==> config.mk <==
export PLATFORM = sky130hd
export DESIGN_NAME = tw_master_rx
export DESIGN_NICKNAME = d
export VERILOG_FILES = /design/src/core/tw_pkg.sv /design/src/core/tw_link_if.sv /design/src/core/tw_line_monitor.sv /design/src/core/tw_tick_gen.sv /design/src/core/tw_master_rx.sv
export SDC_FILE = /design/constraint.sdc
export NUM_CORES = 1
export LEC_CHECK = 0
export BUFFER_PORTS_ARGS = -buffer_cell sky130_fd_sc_hd__buf_2
export CORE_MARGIN = 8
export CORE_UTILIZATION = 65
export CTS_BUF_LIST = sky130_fd_sc_hd__clkbuf_8
export DETAILED_ROUTE_END_ITERATION = 10
export GPL_TIMING_DRIVEN = 1
export PLACE_DENSITY = 0.89
export SLEW_MARGIN = 20
export SYNTH_ARGS = -nofsm -noshare
export SYNTH_HDL_FRONTEND = slang
export SYNTH_SLANG_ARGS = --single-unit
==> constraint.sdc <==
create_clock -name sys_clk_in -period 6.9 [get_ports sys_clk_in]
set_clock_uncertainty 0.2 [all_clocks]
set_input_delay 0.345 -clock sys_clk_in [delete_from_list [all_inputs] [get_ports sys_clk_in]]
set_output_delay 0.345 -clock sys_clk_in [all_outputs]
set_load 0.005 [all_outputs]
==> src/core/tw_pkg.sv <==
// package: register map, field positions, status codes and sequencer states
package tw_pkg;

	// ------------------------------------------------------------------
	// register map (byte addresses, one 32-bit word each)
	// ------------------------------------------------------------------
	localparam int         ADR_W     = 4;
	localparam logic [3:0] CTRL_ADDR = 4'h0;
	localparam logic [3:0] STAT_ADDR = 4'h4;
	localparam logic [3:0] DATA_ADDR = 4'h8;
	localparam logic [3:0] RATE_ADDR = 4'hC;

	// ------------------------------------------------------------------
	// two_wire_control field positions and masks
	// ------------------------------------------------------------------
	localparam int         FLAG_BIT     = 7;
	localparam int         ACK_EN_BIT   = 6;
	localparam int         START_BIT    = 5;
	localparam int         STOP_BIT     = 4;
	localparam int         WCOL_BIT     = 3;
	localparam int         EN_BIT       = 2;
	localparam logic [7:0] CTRL_WR_MASK = 8'h75;
	localparam logic [7:0] WCOL_MASK    = 8'h08;

	// ------------------------------------------------------------------
	// reset values
	// ------------------------------------------------------------------
	localparam logic [7:0] CTRL_RST = 8'h00;
	localparam logic [7:0] DATA_RST = 8'hFF;
	localparam logic [7:0] RATE_RST = 8'h18;
	localparam logic [1:0] PRE_RST  = 2'h0;

	// ------------------------------------------------------------------
	// bus_status_code values, prescaler bits zero
	// ------------------------------------------------------------------
	localparam logic [7:0] CODE_START   = 8'h08;
	localparam logic [7:0] CODE_RSTART  = 8'h10;
	localparam logic [7:0] CODE_WA_ACK  = 8'h18;
	localparam logic [7:0] CODE_WA_NACK = 8'h20;
	localparam logic [7:0] CODE_WD_ACK  = 8'h28;
	localparam logic [7:0] CODE_WD_NACK = 8'h30;
	localparam logic [7:0] CODE_ARB     = 8'h38;
	localparam logic [7:0] CODE_RA_ACK  = 8'h40;
	localparam logic [7:0] CODE_RA_NACK = 8'h48;
	localparam logic [7:0] CODE_RD_ACK  = 8'h50;
	localparam logic [7:0] CODE_RD_NACK = 8'h58;
	localparam logic [7:0] CODE_IDLE    = 8'hF8;

	// ------------------------------------------------------------------
	// quarter-bit phases and sequencer states
	// ------------------------------------------------------------------
	localparam logic [1:0] PH_DRIVE  = 2'h0;
	localparam logic [1:0] PH_RISE   = 2'h1;
	localparam logic [1:0] PH_SAMPLE = 2'h2;
	localparam logic [1:0] PH_FALL   = 2'h3;

	typedef enum logic [8:0] {
		TW_IDLE      = 9'h001,
		TW_WAIT_FREE = 9'h002,
		TW_START     = 9'h004,
		TW_HOLD      = 9'h008,
		TW_TX        = 9'h010,
		TW_GET_ACK   = 9'h020,
		TW_RX        = 9'h040,
		TW_PUT_ACK   = 9'h080,
		TW_STOP      = 9'h100
	} tw_state_t;

endpackage : tw_pkg

==> src/core/tw_link_if.sv <==
// interface: synchronised line levels and bit-rate ticks inside the block
`timescale 1ns/1ns
`default_nettype none
interface tw_link_if;
	logic       scl;  // clock line, synchronised
	logic       sda;  // data line, synchronised
	logic       busy; // start seen, no stop yet
	logic       tick; // quarter-bit pulse
	logic [1:0] pre;  // prescaler select
	logic [7:0] rate; // bit-rate divider

	modport mon  (output scl, output sda, output busy);
	modport gen  (input pre, input rate, output tick);
	modport core (input scl, input sda, input busy, input tick,
		output pre, output rate);
endinterface : tw_link_if
`default_nettype wire

==> src/core/tw_line_monitor.sv <==
// module: pin synchronisers and bus-busy tracking from start/stop conditions
`timescale 1ns/1ns
`default_nettype none
module tw_line_monitor (
	input  wire logic sys_clk_in, // system clock
	input  wire logic rst_in,     // sync reset, active high
	input  wire logic scl_in,     // clock pin level
	input  wire logic sda_in,     // data pin level
	tw_link_if.mon    lnk         // synchronised lines
);
	import tw_pkg::*;

	typedef struct packed {
		logic [1:0] s1;
		logic [1:0] s2;
		logic [1:0] prev;
		logic       busy;
	} tw_mon_t;

	tw_mon_t st;
	tw_mon_t next_st;

	always_comb begin
		next_st = st;
		next_st.s1 = {scl_in, sda_in};
		next_st.s2 = st.s1;
		next_st.prev = st.s2;
		// data edge while clock stays high marks start (fall) or stop (rise)
		if (st.s2[1] && st.prev[1] && st.prev[0] && !st.s2[0]) begin
			next_st.busy = 1'b1;
		end else if (st.s2[1] && st.prev[1] && !st.prev[0] && st.s2[0]) begin
			next_st.busy = 1'b0;
		end
	end

	always_ff @(posedge sys_clk_in) begin
		if (rst_in) begin
			st <= '0;
		end else begin
			st <= next_st;
		end
	end

	assign lnk.scl  = st.s2[1];
	assign lnk.sda  = st.s2[0];
	assign lnk.busy = st.busy;
endmodule : tw_line_monitor
`default_nettype wire

==> src/core/tw_tick_gen.sv <==
// module: quarter-bit tick generator from bit-rate divider and prescaler
`timescale 1ns/1ns
`default_nettype none
module tw_tick_gen (
	input  wire logic sys_clk_in, // system clock
	input  wire logic rst_in,     // sync reset, active high
	tw_link_if.gen    lnk         // divider in, tick out
);
	import tw_pkg::*;

	typedef struct packed {
		logic [15:0] cnt;
		logic        tick;
	} tw_tick_t;

	tw_tick_t    st;
	tw_tick_t    next_st;
	logic [15:0] span;

	always_comb begin
		// quarter period = (rate + 1) * 4^pre system clocks
		span = 16'(({8'h00, lnk.rate} + 16'h0001) << {lnk.pre, 1'b0});
		next_st.tick = 1'b0;
		next_st.cnt = st.cnt + 16'h0001;
		// >= so that a divider lowered mid-count cannot strand the counter
		if (st.cnt >= span - 16'h0001) begin
			next_st.cnt = 16'h0000;
			next_st.tick = 1'b1;
		end
	end

	always_ff @(posedge sys_clk_in) begin
		if (rst_in) begin
			st <= '0;
		end else begin
			st <= next_st;
		end
	end

	assign lnk.tick = st.tick;
endmodule : tw_tick_gen
`default_nettype wire

==> src/core/tw_master_rx.sv <==
// module: two-wire master receiver with wishbone registers and bit engine
// Summary of operation
// master operation begins only after this block has sent a START.
// direction bit of the address after START picks transmit or receive.
// software masks prescaler bits to zero before comparing status codes.
// software requests START with flag, start and enable at one.
// START is generated only once the bus is seen free.
// after START the flag is set and status reads 0x08.
// software loads read address, then clears flag with start/stop zero.
// after read address and its ack bit, flag sets with 0x38/0x40/0x48.
// received byte sits in the data register while flag is set with 0x50/0x58.
// software clears ack enable before the last byte to send NACK.
// flag cleared with stop alone sends STOP, then stop bit self-clears.
// flag cleared with start and stop sends STOP then START.
// repeated START reports 0x10 and keeps the bus.
// in 0x08/0x10 read address receives; write address in 0x10 transmits.
// arbitration lost reports 0x38 and releases bus; clearing flag idles.
// in 0x38 clearing flag with start set retries START when bus free.
// in 0x40/0x50 clearing flag receives a byte, ACK per ack enable.
// read address not acknowledged reports 0x48; stop or restart follow.
// byte received with ACK returned reports 0x50, byte stays readable.
// byte received with NACK returned reports 0x58.
// clock line is held low while the flag is set; the code releases it when it posts 0x38.
`timescale 1ns/1ns
`default_nettype none
module tw_master_rx (
	input  wire logic                     sys_clk_in, // system clock
	input  wire logic                     rst_in,     // sync reset
	input  wire logic                     wb_cyc_in,  // bus cycle
	input  wire logic                     wb_stb_in,  // strobe
	input  wire logic                     wb_we_in,   // write enable
	input  wire logic [tw_pkg::ADR_W-1:0] wb_adr_in,  // byte address
	input  wire logic [3:0]               wb_sel_in,  // byte lanes
	input  wire logic [31:0]              wb_dat_in,  // write data
	output logic      [31:0]              wb_dat_out, // read data
	output logic                          wb_ack_out, // acknowledge
	input  wire logic                     scl_in,     // clock pin level
	output logic                          scl_out,    // clock pin drive
	output logic                          scl_oe_out, // clock pin enable
	input  wire logic                     sda_in,     // data pin level
	output logic                          sda_out,    // data pin drive
	output logic                          sda_oe_out  // data pin enable
);
	import tw_pkg::*;

	// ------------------------------------------------------------------
	// state
	// ------------------------------------------------------------------
	typedef struct packed {
		tw_state_t   state;
		logic [1:0]  phase;
		logic [2:0]  bitcnt;
		logic [7:0]  shift;
		logic [7:0]  ctrl;
		logic [7:0]  data;
		logic [7:0]  code;
		logic [1:0]  pre;
		logic [7:0]  rate;
		logic        rx_mode;
		logic        addr_phase;
		logic        rep;
		logic        lost;
		logic        nack;
		logic        scl_oe;
		logic        sda_oe;
		logic        ack;
		logic [31:0] rdat;
	} tw_core_t;

	tw_core_t   st;
	tw_core_t   next_st;
	logic [7:0] rd;
	logic       wr;
	logic       go;
	logic       post;
	logic       lose_arb;
	logic [7:0] post_code;

	tw_link_if lnk ();

	tw_line_monitor u_mon (
		.sys_clk_in (sys_clk_in),
		.rst_in     (rst_in),
		.scl_in     (scl_in),
		.sda_in     (sda_in),
		.lnk        (lnk)
	);

	tw_tick_gen u_tick (
		.sys_clk_in (sys_clk_in),
		.rst_in     (rst_in),
		.lnk        (lnk)
	);

	// ------------------------------------------------------------------
	// next-state logic
	// ------------------------------------------------------------------
	always_comb begin
		next_st = st;
		post = 1'b0;
		lose_arb = 1'b0;
		post_code = CODE_IDLE;
		rd = 8'h00;
		// the sample phase waits for the clock line to read high, so a
		// slave stretching the clock simply slows the engine down
		go = lnk.tick && (st.phase != PH_SAMPLE || lnk.scl);

		// bus slave: answer one cycle after the request, write on ack
		next_st.ack = wb_cyc_in && wb_stb_in && !st.ack;
		if (wb_adr_in == CTRL_ADDR) begin
			rd = st.ctrl;
		end else if (wb_adr_in == STAT_ADDR) begin
			rd = {st.code[7:3], 1'b0, st.pre};
		end else if (wb_adr_in == DATA_ADDR) begin
			rd = st.data;
		end else if (wb_adr_in == RATE_ADDR) begin
			rd = st.rate;
		end
		if (next_st.ack) begin
			next_st.rdat = {24'h000000, rd};
		end
		wr = wb_cyc_in && wb_stb_in && wb_we_in && st.ack && wb_sel_in[0];
		if (wr) begin
			if (wb_adr_in == CTRL_ADDR) begin
				next_st.ctrl = (st.ctrl & WCOL_MASK)
					| (wb_dat_in[7:0] & CTRL_WR_MASK);
				// writing one to the flag clears it
				next_st.ctrl[FLAG_BIT] = st.ctrl[FLAG_BIT]
					& ~wb_dat_in[FLAG_BIT];
			end else if (wb_adr_in == STAT_ADDR) begin
				next_st.pre = wb_dat_in[1:0];
			end else if (wb_adr_in == DATA_ADDR) begin
				// the byte may only change while the engine is parked
				if (st.ctrl[FLAG_BIT]) begin
					next_st.data = wb_dat_in[7:0];
					next_st.ctrl[WCOL_BIT] = 1'b0;
				end else begin
					next_st.ctrl[WCOL_BIT] = 1'b1;
				end
			end else if (wb_adr_in == RATE_ADDR) begin
				next_st.rate = wb_dat_in[7:0];
			end
		end

		// sequencer
		if (!st.ctrl[EN_BIT]) begin
			next_st.state = TW_IDLE;
			next_st.phase = PH_DRIVE;
			next_st.scl_oe = 1'b0;
			next_st.sda_oe = 1'b0;
			next_st.lost = 1'b0;
		end else begin
			if (go && st.state != TW_IDLE && st.state != TW_WAIT_FREE
				&& st.state != TW_HOLD) begin
				next_st.phase = st.phase + 2'h1;
			end
			case (st.state)
				TW_IDLE: begin
					next_st.scl_oe = 1'b0;
					next_st.sda_oe = 1'b0;
					if (st.ctrl[START_BIT] && !st.ctrl[FLAG_BIT]) begin
						next_st.state = TW_WAIT_FREE;
					end
				end
				TW_WAIT_FREE: begin
					if (!lnk.busy) begin
						next_st.state = TW_START;
						next_st.phase = PH_DRIVE;
						next_st.rep = 1'b0;
					end
				end
				TW_START: begin
					if (go) begin
						case (st.phase)
							PH_DRIVE: next_st.sda_oe = 1'b0;
							PH_RISE: next_st.scl_oe = 1'b0;
							PH_SAMPLE: next_st.sda_oe = 1'b1;
							default: begin
								post = 1'b1;
								post_code = st.rep ? CODE_RSTART
									: CODE_START;
							end
						endcase
					end
				end
				TW_HOLD: begin
					if (!st.ctrl[FLAG_BIT]) begin
						next_st.phase = PH_DRIVE;
						next_st.bitcnt = 3'h0;
						if (st.lost) begin
							next_st.lost = 1'b0;
							next_st.code = CODE_IDLE;
							next_st.state = st.ctrl[START_BIT]
								? TW_WAIT_FREE : TW_IDLE;
						end else if (st.ctrl[STOP_BIT]) begin
							next_st.state = TW_STOP;
						end else if (st.ctrl[START_BIT]) begin
							next_st.state = TW_START;
							next_st.rep = 1'b1;
						end else if (st.code == CODE_START
							|| st.code == CODE_RSTART) begin
							next_st.state = TW_TX;
							next_st.shift = st.data;
							next_st.rx_mode = st.data[0];
							next_st.addr_phase = 1'b1;
						end else if (st.code == CODE_RA_ACK
							|| st.code == CODE_RD_ACK) begin
							next_st.state = TW_RX;
							next_st.addr_phase = 1'b0;
						end else if (st.code == CODE_WA_ACK
							|| st.code == CODE_WA_NACK
							|| st.code == CODE_WD_ACK
							|| st.code == CODE_WD_NACK) begin
							next_st.state = TW_TX;
							next_st.shift = st.data;
							next_st.addr_phase = 1'b0;
						end
					end
				end
				TW_TX: begin
					if (go) begin
						case (st.phase)
							PH_DRIVE: next_st.sda_oe = !st.shift[7];
							PH_RISE: next_st.scl_oe = 1'b0;
							PH_SAMPLE: begin
								// a released line read low: another master won
								if (!st.sda_oe && !lnk.sda) begin
									lose_arb = 1'b1;
								end
							end
							default: begin
								next_st.scl_oe = 1'b1;
								next_st.shift = {st.shift[6:0], 1'b0};
								next_st.bitcnt = st.bitcnt + 3'h1;
								if (st.bitcnt == 3'h7) begin
									next_st.state = TW_GET_ACK;
								end
							end
						endcase
					end
				end
				TW_GET_ACK: begin
					if (go) begin
						case (st.phase)
							PH_DRIVE: next_st.sda_oe = 1'b0;
							PH_RISE: next_st.scl_oe = 1'b0;
							PH_SAMPLE: next_st.nack = lnk.sda;
							default: begin
								post = 1'b1;
								if (!st.addr_phase) begin
									post_code = st.nack ? CODE_WD_NACK
										: CODE_WD_ACK;
								end else if (st.rx_mode) begin
									post_code = st.nack ? CODE_RA_NACK
										: CODE_RA_ACK;
								end else begin
									post_code = st.nack ? CODE_WA_NACK
										: CODE_WA_ACK;
								end
							end
						endcase
					end
				end
				TW_RX: begin
					if (go) begin
						case (st.phase)
							PH_DRIVE: next_st.sda_oe = 1'b0;
							PH_RISE: next_st.scl_oe = 1'b0;
							PH_SAMPLE: next_st.shift = {st.shift[6:0], lnk.sda};
							default: begin
								next_st.scl_oe = 1'b1;
								next_st.bitcnt = st.bitcnt + 3'h1;
								if (st.bitcnt == 3'h7) begin
									next_st.data = st.shift;
									next_st.state = TW_PUT_ACK;
								end
							end
						endcase
					end
				end
				TW_PUT_ACK: begin
					if (go) begin
						case (st.phase)
							PH_DRIVE: begin
								next_st.sda_oe = st.ctrl[ACK_EN_BIT];
								next_st.nack = !st.ctrl[ACK_EN_BIT];
							end
							PH_RISE: next_st.scl_oe = 1'b0;
							PH_SAMPLE: begin
								if (!st.sda_oe && !lnk.sda) begin
									lose_arb = 1'b1;
								end
							end
							default: begin
								post = 1'b1;
								post_code = st.nack ? CODE_RD_NACK
									: CODE_RD_ACK;
							end
						endcase
					end
				end
				TW_STOP: begin
					if (go) begin
						case (st.phase)
							PH_DRIVE: next_st.sda_oe = 1'b1;
							PH_RISE: next_st.scl_oe = 1'b0;
							PH_SAMPLE: next_st.sda_oe = 1'b0;
							default: begin
								next_st.ctrl[STOP_BIT] = 1'b0;
								next_st.code = CODE_IDLE;
								// start still set: stop then start
								next_st.state = st.ctrl[START_BIT]
									? TW_WAIT_FREE : TW_IDLE;
							end
						endcase
					end
				end
				default: next_st.state = TW_IDLE;
			endcase
		end

		if (lose_arb) begin
			next_st.lost = 1'b1;
			post = 1'b1;
			post_code = CODE_ARB;
		end
		// hardware set is applied last so it beats a same-cycle clear
		if (post) begin
			next_st.ctrl[FLAG_BIT] = 1'b1;
			next_st.code = post_code;
			next_st.state = TW_HOLD;
			next_st.phase = PH_DRIVE;
			next_st.bitcnt = 3'h0;
			// hold our data level while the clock falls; releasing races it
			next_st.sda_oe = st.sda_oe && !lose_arb;
			next_st.scl_oe = !lose_arb;
		end
	end

	// ------------------------------------------------------------------
	// registers
	// ------------------------------------------------------------------
	always_ff @(posedge sys_clk_in) begin
		if (rst_in) begin
			st <= '0;
			st.state <= TW_IDLE;
			st.ctrl <= CTRL_RST;
			st.data <= DATA_RST;
			st.code <= CODE_IDLE;
			st.pre <= PRE_RST;
			st.rate <= RATE_RST;
		end else begin
			st <= next_st;
		end
	end

	// ------------------------------------------------------------------
	// outputs
	// ------------------------------------------------------------------
	assign lnk.pre    = st.pre;
	assign lnk.rate   = st.rate;
	assign wb_dat_out = st.rdat;
	assign wb_ack_out = st.ack;
	// open drain: only ever pull low, enable decides
	assign scl_out    = 1'b0;
	assign sda_out    = 1'b0;
	assign scl_oe_out = st.scl_oe;
	assign sda_oe_out = st.sda_oe;
endmodule : tw_master_rx
`default_nettype wire

==> results.cfg <==
[run_status]
status = finished, final reports clean

[yosys]
ys_warn_count = 0
synth_area_per_cell_um2 = 8.043
synthArstFlopShare_pct = 0
synth_ff_type = dfxtp_1
synth_top_area_cell = dfxtp_1
synth_area_mm2 = 0.006193
synth_top_cell_area_share_pct = 29.74
synth_area_leaders = dfxtp_1 30%, ha_1 5.5%, nand2_1 4.8%
synth-seq-cells = 92
synth_most_common_cell = dfxtp_1
syn_inst = 770
ys_seq_area_share_pct = 29.74
yosysUniqueCellTypes = 75
synth_edf_count = 0
synth_common_cells = 92 x dfxtp_1, 80 x nand2_1, 63 x nor2_1, 44 x a21oi_1, 35 x o21ai_0

[timing]
rsz0062_at_grt = no
timing.final.crit_share_pct = 70.57
setup_slack_ns = 2.031
max_slew.worst_pin.slew_ns = 0.9528
setup_viol = 0
fmax_mhz = 205.4
drv_slew = 0
worst_slew_margin_rel_pct = 36.39
finalHoldViolations = 0
fin_crit_ns = 4.869
tns_ns = 0

[drt]
ant_nets = 0
vias_per_cell = 6.366
dr.pass1.iters = 6
drc_errors = 0
drtIter0Drc = 662
wl_um = 15710
via_count = 5704
wl_per_cell_um = 17.53

[power]
ir_worst_vdd_uv = 111.8
p_leak_nw = 2.526
p_per_area_mw_per_mm2 = 146.9

[worst_setup_path]
path_delay_family = simple AND/OR/NAND/NOR gates
max_stage_delay_ns = 0.96
cp_slowest_cell = dfxtp_1
crit_top_cell = a21oi_1
cp_cell_sequence = inv_1 -> and4_2 -> nor4_1 -> a21oi_1 -> or2_1 -> or4b_1 -> xnor2_1 -> ha_1 -> a21o_1 -> a21oi_1 -> o211ai_1 -> clkbuf_4 -> a211oi_1
worstSetupEndpointType = flop
path_class = reg2reg
cp_max_fo = 28
path_buf_inv = 2
startpoint_type = flop
crit_arrival_ns = 4.94
worstPathRequired_ns = 6.97

[clocking]
htreeDepth = 3
cts-buffers-inserted = 9
cts_resized = 0
insertion_delay_ns = 0.38
cts_tree = done
cts_buffer_depth = 2
cts.sinks = 92
clk_pin_slew_ns = 0.10
cts_root_buf = clkbuf_8

[die]
die_y_um = 113.6
num_io_pins = 84
initial_core_util_pct = 67.03
die-area_mm2 = 0.01291
rows = 35
coreArea_mm2 = 0.009240
die_w_um = 113.6

[cells_and_area]
syn2layout_area_growth_pct = 2.929
diodes = 0
layout-drive-gt1-share_pct = 9.126
final_nets = 836

[grt]
grt.overflow.total = 0
first_global_vias = 5204
antenna_found_initial = 0
grt_use_total_pct = 23.50
grt_first_pass_wirelength_um = 25280
grt_start_max_net_pins = 65

[place]
dp_slack_ns = 2.117
gp_congestion = 0.9622
hpwl_um = 11440
port_buffers = 30

[min_path]
hold_class = in2reg

[job]
drv_cap = 0
worst min-delay path, delay by kind of cell:
kind,cells,cell delay (ns)
multiplexers,1,0.06
buffers and inverters,1,0.10
AND/OR/NAND/NOR,1,0.06
report_power, final:
group / switching, mW / internal (mW)
clock network: 0.215 / 0.140
registers: 0.00401 / 0.535
logic: 0.0265 / 0.0162
total: 0.245 / 0.691
placed cells by master (no fill, tap or decap), types with 4 or more instances in the layout:
master / n
a211oi_1: 26
a21o_1: 8
a21oi_1: 44
a221oi_1: 4
a22oi_1: 10
and2_1: 7
and3_1: 9
buf_2: 30
clkbuf_8: 9
conb_1: 26
dfxtp_1: 92
ha_1: 27
inv_1: 24
mux2i_1: 24
mux4_2: 5
nand2_1: 80
nand2b_1: 7
nand3_1: 30
nand4_1: 14
nand4b_1: 5
nor2_1: 63
nor2b_1: 21
nor3_1: 22
nor3b_1: 11
nor4_1: 6
o2111ai_1: 7
o21ai_0: 35
xnor2_1: 18
xor2_1: 21
stage by stage:
stage | utilization [%] | hold slack (ns) | instance area (µm²) | cells | power, mW
2_1_floorplan | - | 0.2138 | 6287 | 795 | 0.5884
3_3_place_gp | 66.54 | 0.2210 | 6148 | 876 | 0.5903
3_5_place_dp | 66.54 | 0.2411 | 6148 | 876 | 0.5920
4_1_cts | 68.86 | 0.01096 | 6362 | 894 | 0.9399
5_1_grt | 68.99 | 0.03484 | 6375 | 896 | 0.9691
6_report | 68.99 | 0.01816 | 6375 | 896 | 0.9367
registers in the layout, indices dropped and copies added (netlist names):
name             count
lnk.rate             8
u_mon.lnk.busy       1
u_mon.lnk.sda        1
u_tick.st           16
u_mon.next_st        2
wb_dat_out           8
u_tick.lnk.tick      1
u_mon.st             2
lnk.pre              2
st                  47
u_mon.lnk.scl        1
sda_oe_out           1
scl_oe_out           1
wb_ack_out           1
logic make-up after synthesis:
logic type / after synthesis / synth area share, %
other: 1 / 0.06055
xor gates and xnor gates: 39 / 5.515
buffers and inverters: 105 / 9.091
AOI/OAI and AO/OA: 178 / 19.54
and+or+nand+nor: 297 / 24.30
adders and majority gates: 27 / 5.454
muxes: 31 / 6.303
DFF: 92 / 29.74
layout make-up:
cell class                      instances  area, µm²
Clock inverter                          7      70.07
Tap cell                              129      161.4
Fill cell                             713       2865
Multi-Input combinational cell        598       3882
Sequential cell                        92       1842
Timing Repair Buffer                   37      205.2
Clock buffer                            9      123.9
Inverter                               24      90.09
what timing repair did:
action	in CTS	in global routing
hold buffers	2	0
setup buffers	0	0
endpoints found under the hold margin	2	0
worst paths after layout:
kind	depth (start not counted)	endpoint	slack, ns	startpoint
setup / recovery	13	u_tick.st[10]	2.03	lnk.pre[0]
hold / removal	3	lnk.rate[3]	0.02	wb_dat_in[3]
setup reg to reg	13	u_tick.st[10]	2.03	lnk.pre[0]
hold reg to reg	1	u_mon.lnk.scl	0.26	u_mon.next_st[4]
layer usage:
metal,vias to the layer above,share of wire (%),track usage (%)
met2,290,47,38.70
li1,2700,-,-
met1,2675,42,30.19
met5,-,0,0
met3,39,8.9,4.702
met4,0,2.3,7.282
No activity file was read; power rests on OpenSTA's default activity.
